[src/hdl/nvrs_pkg.sv]
/*
  Package for the three-resistor setting register bank: register
  addresses, reset values, bus address layout, timing and carrier types.
  Assumes a 125 MHz system clock sampling the two-wire bus pins.
*/
`default_nettype none
package nvrs_pkg;
  localparam logic [7:0] REG_ZERO_ADDR = 8'h00_f8;
  localparam logic [7:0] REG_ONE_ADDR  = 8'h00_f9;
  localparam logic [7:0] REG_TWO_ADDR  = 8'h00_fa;
  localparam logic [7:0] SETTING_RESET = 8'h00_7f;
  localparam int         HIZ_BIT       = 7;
  // Fixed upper bits of the device address; the value is arbitrary.
  localparam logic [3:0] DEV_ADDR_FIXED = 4'h0_5;
  localparam int         CLK_MHZ        = 125;
  localparam int         WRITE_TIME_MS  = 20;
  localparam int         WRITE_CYCLES   = WRITE_TIME_MS * 1000 * CLK_MHZ;
  localparam logic [3:0] BIT_LAST       = 4'h0_7;
  localparam logic [3:0] BIT_ACK        = 4'h0_8;
  localparam logic [3:0] BIT_END        = 4'h0_9;

  typedef struct packed {
    logic hiz;
    logic [6:0] position;
  } nvrs_setting_t;

  typedef enum logic [2:0] {
    NVRS_IDLE, NVRS_DEVADDR, NVRS_REGADDR, NVRS_DATA, NVRS_READ,
    NVRS_IGNORE
  } nvrs_state_t;
endpackage
`default_nettype wire

[src/hdl/nvrs_top.sv]
/*
  Two-wire slave with three nonvolatile resistor setting registers and a
  timed commit cycle after the stop condition.
  Assumes the bus pins are asynchronous and the bus clock is far slower
  than mclk_i; the open-drain data line is resolved outside.
*/
// What this block does
// - Three 8-bit setting registers at F8h, F9h, FAh drive resistors 0..2.
// - Each setting register resets to factory value 7Fh.
// - Values 00h to 7Fh select one of 128 linear positions.
// - Written values above 7Fh set the MSB, putting the resistor high-Z.
// - Nonvolatile commit cycle starts only at the stop after the data.
// - Address-select pins are compared with the received device address.
// - Clock is input only; data line is only pulled low or released.
// - Address byte MSB first; acknowledge only when the pin bits match.
// - Write is address, register, data, each acknowledged, then stop.
// - Read: dummy write, repeated start, read address, one byte, NACK.
// - No byte is acknowledged while the commit cycle runs.
`default_nettype none
module nvrs_top #(
  parameter int WRITE_CYCLES = nvrs_pkg::WRITE_CYCLES
) (
  // Clock and reset
  input  wire logic              mclk_i,
  input  wire logic              rst_i,
  // Two-wire bus
  input  wire logic              scl_i,
  input  wire logic              sda_i,
  output var  logic              sda_o,
  output var  logic              sda_oe_o,
  // Address select pins
  input  wire logic              address_select_pin_0_i,
  input  wire logic              address_select_pin_1_i,
  input  wire logic              address_select_pin_2_i,
  // Resistor settings and commit busy flag
  output var  nvrs_pkg::nvrs_setting_t resistor_zero_terminal_o,
  output var  nvrs_pkg::nvrs_setting_t resistor_one_terminal_o,
  output var  nvrs_pkg::nvrs_setting_t resistor_two_terminal_o,
  output var  logic              nv_busy_o
);
  logic [1:0] scl_s;
  logic [1:0] sda_s;
  logic       scl_d;
  logic       sda_d;
  nvrs_pkg::nvrs_state_t state;
  logic [3:0]  bit_cnt;
  logic [7:0]  shift;
  logic [7:0]  reg_addr;
  logic [7:0]  data_byte;
  logic        is_read;
  logic [3:0]  slot;
  logic [2:0]  pins_s;
  logic [2:0]  pins;
  logic        ack_drive;
  logic        pend;
  logic [31:0] busy_cnt;
  logic [7:0]  setting [3];
  logic        busy;

  always_ff @(posedge mclk_i or posedge rst_i) begin
    if (rst_i) begin
      scl_s <= 2'b11;
      sda_s <= 2'b11;
      scl_d <= 1'b1;
      sda_d <= 1'b1;
      pins_s <= 3'h0;
      pins  <= 3'h0;
    end else begin
      scl_s <= {scl_s[0], scl_i};
      sda_s <= {sda_s[0], sda_i};
      scl_d <= scl_s[1];
      sda_d <= sda_s[1];
      pins_s <= {address_select_pin_2_i, address_select_pin_1_i,
                 address_select_pin_0_i};
      pins  <= pins_s;
    end
  end

  wire scl      = scl_s[1];
  wire sda      = sda_s[1];
  wire scl_rise = scl & ~scl_d;
  wire scl_fall = ~scl & scl_d;
  wire start_c  = scl & scl_d & sda_d & ~sda;
  wire stop_c   = scl & scl_d & ~sda_d & sda;
  wire [7:0] rx_byte = {shift[6:0], sda};
  wire addr_match = (rx_byte[7:4] == nvrs_pkg::DEV_ADDR_FIXED) &&
                    (rx_byte[3:1] == pins);
  wire byte_done = scl_rise && (bit_cnt == nvrs_pkg::BIT_LAST);
  wire ack_done  = scl_fall && (bit_cnt == nvrs_pkg::BIT_END);
  wire ack_phase = (slot == nvrs_pkg::BIT_ACK);

  function automatic logic [1:0] reg_index(input logic [7:0] a);
    reg_index = 2'(a - nvrs_pkg::REG_ZERO_ADDR);
  endfunction
  function automatic logic reg_valid(input logic [7:0] a);
    reg_valid = (a >= nvrs_pkg::REG_ZERO_ADDR) &&
                (a <= nvrs_pkg::REG_TWO_ADDR);
  endfunction

  wire [7:0] read_value = reg_valid(reg_addr) ?
                          setting[reg_index(reg_addr)] : 8'h00_00;
  wire tx_bit = (state == nvrs_pkg::NVRS_READ) && !ack_phase &&
                !read_value[3'(nvrs_pkg::BIT_LAST - slot)];

  // Bits are taken at the rising bus clock; slot follows at the falling
  // clock, so whatever the block drives changes only while it is low.
  always_ff @(posedge mclk_i or posedge rst_i) begin
    if (rst_i) begin
      state     <= nvrs_pkg::NVRS_IDLE;
      bit_cnt   <= 4'h0_0;
      slot      <= 4'h0_0;
      shift     <= 8'h00_00;
      reg_addr  <= 8'h00_00;
      data_byte <= 8'h00_00;
      is_read   <= 1'b0;
      ack_drive <= 1'b0;
      pend      <= 1'b0;
    end else if (start_c || stop_c) begin
      state     <= start_c ? nvrs_pkg::NVRS_DEVADDR : nvrs_pkg::NVRS_IDLE;
      bit_cnt   <= 4'h0_0;
      slot      <= 4'h0_0;
      ack_drive <= 1'b0;
      pend      <= 1'b0;
    end else if (byte_done) begin
      shift     <= rx_byte;
      bit_cnt   <= nvrs_pkg::BIT_ACK;
      case (state)
        nvrs_pkg::NVRS_DEVADDR: begin
          ack_drive <= addr_match && !busy;
          is_read   <= rx_byte[0];
        end
        nvrs_pkg::NVRS_REGADDR: begin
          ack_drive <= 1'b1;
          reg_addr  <= rx_byte;
        end
        nvrs_pkg::NVRS_DATA: begin
          ack_drive <= 1'b1;
          data_byte <= rx_byte;
          pend      <= reg_valid(reg_addr);
        end
        default: ack_drive <= 1'b0;
      endcase
    end else if (scl_rise) begin
      shift   <= rx_byte;
      bit_cnt <= (bit_cnt == nvrs_pkg::BIT_END) ? bit_cnt :
                 4'(bit_cnt + 4'h0_1);
    end else if (ack_done) begin
      bit_cnt   <= 4'h0_0;
      slot      <= 4'h0_0;
      ack_drive <= 1'b0;
      case (state)
        nvrs_pkg::NVRS_DEVADDR:
          state <= !ack_drive ? nvrs_pkg::NVRS_IGNORE :
                   is_read ? nvrs_pkg::NVRS_READ : nvrs_pkg::NVRS_REGADDR;
        nvrs_pkg::NVRS_REGADDR: state <= nvrs_pkg::NVRS_DATA;
        // Master acknowledge or not, the single-byte read ends here.
        nvrs_pkg::NVRS_READ: state <= nvrs_pkg::NVRS_IGNORE;
        default: state <= nvrs_pkg::NVRS_IGNORE;
      endcase
    end else if (scl_fall) begin
      slot <= bit_cnt;
    end
  end

  wire commit = stop_c && pend;

  always_ff @(posedge mclk_i or posedge rst_i) begin
    if (rst_i) begin
      busy_cnt <= 32'h0000_0000;
      busy     <= 1'b0;
    end else if (commit) begin
      busy_cnt <= 32'(WRITE_CYCLES);
      busy     <= 1'b1;
    end else if (busy_cnt != 32'h0000_0000) begin
      busy_cnt <= 32'(busy_cnt - 32'h0000_0001);
      busy     <= (busy_cnt != 32'h0000_0001);
    end
  end

  // Settings change at commit; the full byte is kept, high-Z bit included.
  always_ff @(posedge mclk_i or posedge rst_i) begin
    if (rst_i) begin
      for (int i = 0; i < 3; i++) begin
        setting[i] <= nvrs_pkg::SETTING_RESET;
      end
    end else if (commit) begin
      setting[reg_index(reg_addr)] <= data_byte;
    end
  end

  // Drive low only; the data line is never driven high.
  always_ff @(posedge mclk_i or posedge rst_i) begin
    if (rst_i) begin
      sda_oe_o                 <= 1'b0;
      sda_o                    <= 1'b0;
      nv_busy_o                <= 1'b0;
      resistor_zero_terminal_o <= nvrs_pkg::SETTING_RESET;
      resistor_one_terminal_o  <= nvrs_pkg::SETTING_RESET;
      resistor_two_terminal_o  <= nvrs_pkg::SETTING_RESET;
    end else begin
      sda_oe_o                 <= (ack_phase && ack_drive) || tx_bit;
      sda_o                    <= 1'b0;
      nv_busy_o                <= busy;
      resistor_zero_terminal_o <= setting[0];
      resistor_one_terminal_o  <= setting[1];
      resistor_two_terminal_o  <= setting[2];
    end
  end

  property p_reset_value;
    @(posedge mclk_i) $fell(rst_i) |->
      resistor_zero_terminal_o == nvrs_pkg::SETTING_RESET;
  endproperty
  a_reset_value: assert property (p_reset_value)
    else $error("setting not at factory value after reset");

  property p_commit_on_stop;
    @(posedge mclk_i) disable iff (rst_i)
      $rose(busy) |-> $past(stop_c);
  endproperty
  a_commit_on_stop: assert property (p_commit_on_stop)
    else $error("commit started without stop");

  property p_no_ack_busy;
    @(posedge mclk_i) disable iff (rst_i)
      (busy && state == nvrs_pkg::NVRS_DEVADDR && ack_phase) |-> !ack_drive;
  endproperty
  a_no_ack_busy: assert property (p_no_ack_busy)
    else $error("acknowledge during commit");

  property p_out_follows;
    @(posedge mclk_i) disable iff (rst_i)
      commit |-> ##2 (nv_busy_o && (resistor_zero_terminal_o == setting[0]));
  endproperty
  a_out_follows: assert property (p_out_follows)
    else $error("outputs did not follow commit");

  property p_drive_low;
    @(posedge mclk_i) disable iff (rst_i) sda_oe_o |-> !sda_o;
  endproperty
  a_drive_low: assert property (p_drive_low)
    else $error("data line driven high");

  property p_sda_steady;
    @(posedge mclk_i) disable iff (rst_i)
      (scl && scl_d) |-> $stable(sda_oe_o);
  endproperty
  a_sda_steady: assert property (p_sda_steady)
    else $error("data line changed while bus clock high");

  property p_ack_match;
    @(posedge mclk_i) disable iff (rst_i)
      (byte_done && !ack_phase && state == nvrs_pkg::NVRS_DEVADDR &&
       !addr_match) |=> !ack_drive;
  endproperty
  a_ack_match: assert property (p_ack_match)
    else $error("acknowledged foreign address");

  property p_read_value;
    @(posedge mclk_i) disable iff (rst_i)
      (state == nvrs_pkg::NVRS_READ && scl_rise && !ack_phase &&
       reg_valid(reg_addr))
      |-> sda_oe_o == !setting[reg_index(reg_addr)]
                              [3'(nvrs_pkg::BIT_LAST - slot)];
  endproperty
  a_read_value: assert property (p_read_value)
    else $error("read value mismatch");

  property p_busy_len;
    @(posedge mclk_i) disable iff (rst_i)
      commit |=> busy [*8];
  endproperty
  a_busy_len: assert property (p_busy_len)
    else $error("commit cycle too short");

  c_write: cover property (@(posedge mclk_i) commit);
  c_read: cover property (@(posedge mclk_i) tx_bit);
  c_hiz: cover property (@(posedge mclk_i) resistor_two_terminal_o.hiz);
endmodule
`default_nettype wire

[config.mk]
export PLATFORM = sky130hd
export DESIGN_NAME = nvrs_top
export DESIGN_NICKNAME = d
export VERILOG_FILES = /design/src/hdl/nvrs_pkg.sv /design/src/hdl/nvrs_top.sv
export SDC_FILE = /design/constraint.sdc
export NUM_CORES = 1
export LEC_CHECK = 0
export ABC_CLOCK_PERIOD_IN_PS = 11800
export BUFFER_PORTS_ARGS = -buffer_cell sky130_fd_sc_hd__clkbuf_2
export CAP_MARGIN = 40
export CORE_AREA = 2 2 132 134
export DETAILED_ROUTE_END_ITERATION = 8
export DIE_AREA = 0 0 134 136
export GPL_TIMING_DRIVEN = 1
export PLACE_DENSITY = 0.5
export SYNTH_ARGS = -nofsm -noshare
export SYNTH_HDL_FRONTEND = slang
export SYNTH_SLANG_ARGS = --single-unit
[constraint.sdc]
create_clock -name mclk_i -period 11.8 [get_ports mclk_i]
set_input_delay 1.18 -clock mclk_i [delete_from_list [all_inputs] [get_ports mclk_i]]
set_output_delay 1.18 -clock mclk_i [all_outputs]
set_load 0.02 [all_outputs]
==> results.rst <==
.. list-table::
   :header-rows: 1

   * - Metric
     - Value
   * - Run status
     - complete, no violations
   * - Hold path cells
     - 0
   * - Initial antenna violation count
     - 0
   * - Cells traversed along the worst timing path
     - and3_1 > nand3b_1 > nor3_2 > mux2_2
   * - Part of the total power dissipated in sequential elements
     - 0.484
   * - Clock Path Buffers
     - 2
   * - Internal power component
     - 768 µW
   * - Leak Pwr
     - 3.03 nW
   * - Final period util
     - 0.229
   * - Power Dens Cells
     - 151 nW/µm²
   * - Path depth of the worst reg2reg path
     - 4
   * - TritonCTS buffer count
     - 17
   * - Floorplan die area
     - 18200 µm²
   * - Layout cells sized above 1
     - 0.339
   * - Max_cap viols
     - 0
   * - Shortest period the worst path allows
     - 2.70 ns
   * - ANT nets after route
     - 0
   * - Post-synthesis sequential area ratio
     - 0.586
   * - Vias after detailed routing
     - 3830
   * - CTS root buffer
     - sky130_fd_sc_hd__clkbuf_16
   * - Setup TNS after final layout
     - 0 ns
   * - Synthesized netlist cell count
     - 484
   * - Initial cell density of the core
     - 0.340
   * - Number of setup buffers added after CTS
     - 0
   * - Share of synthesized registers carrying an async set or reset
     - 1.00
   * - Number of optimization iterations in the first detailed-route pass
     - 4
   * - Number of primary I/O pins
     - 34
   * - Number of setup violations in the final report
     - 0
   * - Crit. End Element
     - flop
   * - Final count of pins violating max slew
     - 0
   * - Unrepaired setup endpoints after global routing
     - no
   * - Crit path setup slack, layout
     - 9.10 ns
   * - Clock power share
     - 0.468
   * - Die outline width
     - 134 µm
   * - Detailed-route wire length per cell
     - 15.3 µm
   * - Net Sw Power
     - 244 µW
   * - Number of global-route vias before repair
     - 3809
   * - Overall power consumption
     - 1.01 mW
   * - Hold Path Class
     - flop to flop
   * - TritonCTS clock tree
     - built
   * - Number of levels in the clock H-tree
     - 4
   * - Share of total power in combinational logic
     - 0.049
   * - Critical path class
     - flop to flop
   * - Final RePlAce weighted congestion
     - 0.796
   * - Die height
     - 136 µm
   * - Number of nets in the finished design
     - 533
   * - Area growth from synthesis to layout
     - 16.5%
   * - Largest stage delay on the critical path
     - 0.77 ns
   * - Global-route wire length before repair
     - 20000 µm
   * - Cts hold-fix bufs
     - 0
   * - Global route total overflow
     - 0
   * - Synthesized netlist net count
     - 496
   * - Number of distinct library cells after synthesis
     - 65
   * - CP Max Fanout
     - 16
   * - Clk slew on worst S/H paths
     - 0.06 ns
   * - Wire length after detailed routing
     - 11600 µm
   * - CP startpoint kind
     - flop
   * - Clock sink total
     - 132
   * - Placement-stage worst setup slack
     - 9.09 ns
   * - Leading register cell type out of synthesis
     - sky130_fd_sc_hd__dfrtp_1
   * - FMAX
     - 0.371 GHz
   * - Mean number of vias per cell
     - 5.05
   * - Post-synthesis average cell area
     - 11.9 µm²
   * - Final setup skew
     - 0.00783 ns
   * - Antenna diodes
     - 0
   * - Area of the core
     - 16900 µm²
   * - CP max stage cell
     - sky130_fd_sc_hd__nor3_2
   * - Drt drc
     - 0
   * - Cell Area, Synth
     - 5740 µm²
   * - Number of cells upsized or downsized after cts
     - 0
   * - Maximum number of pins on one net before global-route repair
     - 55
   * - EDFF count, synth
     - 0
   * - Detailed placer's ending HPWL
     - 7890 µm
   * - Number of buffers inserted by port buffering
     - 32
   * - Top library cells by usage in the layout, fill and taps aside
     - sky130_fd_sc_hd__dfrtp_1 (84), sky130_fd_sc_hd__dfstp_2 (48), sky130_fd_sc_hd__nand2_1 (47), sky130_fd_sc_hd__mux2_2 (47), sky130_fd_sc_hd__clkbuf_2 (32)
   * - Slew at the pin closest to its max-slew limit
     - 0.828 ns
   * - Warnings from Yosys
     - 0
   * - Maximum resistive drop on vdd
     - 0.0981 mV
   * - Leading cell type in the layout, fill and taps excluded
     - sky130_fd_sc_hd__dfrtp_1
   * - Switching portion of total power
     - 0.241
   * - Slew Limit Headroom
     - 0.446
   * - Violation count after the first detailed-routing iteration
     - 245
   * - Hold Violations, Final
     - 0
   * - Arrival time worst endpoint
     - 2.99 ns
   * - Post-synthesis register bit count
     - 132
   * - Global router's overall resource usage
     - 0.141
   * - Worst path required time
     - 12.10 ns
   * - Row count
     - 48
   * - Source-to-sink clock delay at the later pin of the worst-skew pair
     - 0.41 ns
-- registers in the layout, summed over array words and instances, names as in the netlist, 2 cells and up --
| signal | count |
|---|---|
| reg_addr | 8 |
| busy_cnt | 32 |
| shift | 7 |
| resistor_zero_terminal_o | 8 |
| resistor_one_terminal_o | 8 |
| pins | 3 |
| slot | 4 |
| sda_s | 2 |
| scl_s | 2 |
| data_byte | 8 |
| state | 3 |
| resistor_two_terminal_o | 8 |
| setting | 24 |
| pins_s | 3 |
| bit_cnt | 4 |
-- worst max-delay path: cells and delay by family (launching register included) --
kind          cells  cell delay, ns
simple gates      3            1.56
flops             1            0.61
mux               1            0.41
-- path summary, 6_finish.rpt --
check | start | endpoint | slack [ns]
max | sda_s[1] | setting[23] | 9.10
min | sda_s[0] | sda_s[1] | 0.35
max reg2reg | sda_s[1] | setting[23] | 9.10
min reg2reg | sda_s[0] | sda_s[1] | 0.35
max in group asynchronous | rst_i | setting[6] | 9.73
min in group asynchronous | rst_i | busy_cnt[20] | 0.87
-- cell type report --
cell class,instances,area [µm²]
Clock inverter,11,78.8
Tap cell,225,282
Inverter,14,55.1
Fill cell,1632,10200
Timing Repair Buffer,35,203
Multi-Input combinational cell,321,2250
Clock buffer,21,460
Sequential cell,132,3360
-- through the flow --
step,utilization,area [µm²],cells,hold slack [ns]
2_1_floorplan,-,5740,484,0.331
3_3_place_gp,0.363,6120,726,0.332
3_5_place_dp,0.364,6150,727,0.338
4_1_cts,0.396,6690,759,0.352
5_1_grt,0.396,6690,759,0.356
6_report,0.396,6690,759,0.349
-- cells by family (layout without fill, tap and decap cells) --
| logic type | after synthesis | count (layout) | synth area share |
|---|---|---|---|
| simple gates | 169 | 169 | 0.168 |
| flops | 132 | 132 | 0.586 |
| compound gates | 86 | 86 | 0.0977 |
| mux | 53 | 53 | 0.103 |
| buf+inv | 31 | 81 | 0.0233 |
| xor+xnor | 7 | 7 | 0.0107 |
| fa+ha+maj | 5 | 5 | 0.0109 |
| other cells | 1 | 1 | 0.000653 |
-- power groups by stage --
stage | sequential, mW | clock (mW) | combinational, mW
final | 0.490 | 0.473 | 0.0492
after global routing | 0.493 | 0.511 | 0.0571
after CTS | 0.489 | 0.490 | 0.0502
after detailed placement | 0.497 | 0 | 0.0501
after global placement | 0.497 | 0 | 0.0477
after floorplan | 0.487 | 0 | 0.0413
-- routing by layer --
layer	global-route usage	part of all wire	up-vias
li1	-	-	1848
met1	0.193	0.49	1898
met2	0.211	0.46	74
met3	0.0440	0.038	10
met4	0.0485	0.014	0
met5	0	0	-
-- cells in the mapped netlist, types with 3 or more instances --
cell                       instances  area share
sky130_fd_sc_hd__ha_1              5       0.011
sky130_fd_sc_hd__a211oi_1          3      0.0039
sky130_fd_sc_hd__or4_1            11       0.014
sky130_fd_sc_hd__or3_1            11       0.012
sky130_fd_sc_hd__or2_2             4      0.0044
sky130_fd_sc_hd__o31ai_1          12       0.016
sky130_fd_sc_hd__o21ai_0          18       0.016
sky130_fd_sc_hd__nor3b_1           3      0.0039
sky130_fd_sc_hd__nor4_1            8      0.0087
sky130_fd_sc_hd__or3_2             3      0.0039
sky130_fd_sc_hd__nor2b_1           5      0.0055
sky130_fd_sc_hd__mux2i_1           6       0.010
sky130_fd_sc_hd__nand3_1          14       0.012
sky130_fd_sc_hd__buf_2             5      0.0044
sky130_fd_sc_hd__inv_1            13      0.0085
sky130_fd_sc_hd__nand2_1          47       0.031
sky130_fd_sc_hd__nand4_1           8      0.0087
sky130_fd_sc_hd__xnor2_1           3      0.0046
sky130_fd_sc_hd__and3_1            7      0.0076
sky130_fd_sc_hd__o211ai_1          4      0.0052
sky130_fd_sc_hd__nand2b_1          3      0.0033
sky130_fd_sc_hd__xor2_1            4      0.0061
sky130_fd_sc_hd__nor2_1           21       0.014
sky130_fd_sc_hd__mux2_2           47       0.092
sky130_fd_sc_hd__a21oi_1          24       0.021
sky130_fd_sc_hd__a221o_1           4      0.0070
sky130_fd_sc_hd__dfstp_2          48        0.22
sky130_fd_sc_hd__nor3_1            6      0.0052
sky130_fd_sc_hd__dfrtp_1          84        0.37
sky130_fd_sc_hd__clkbuf_1          9      0.0059
(Power assumes the default switching activity.)
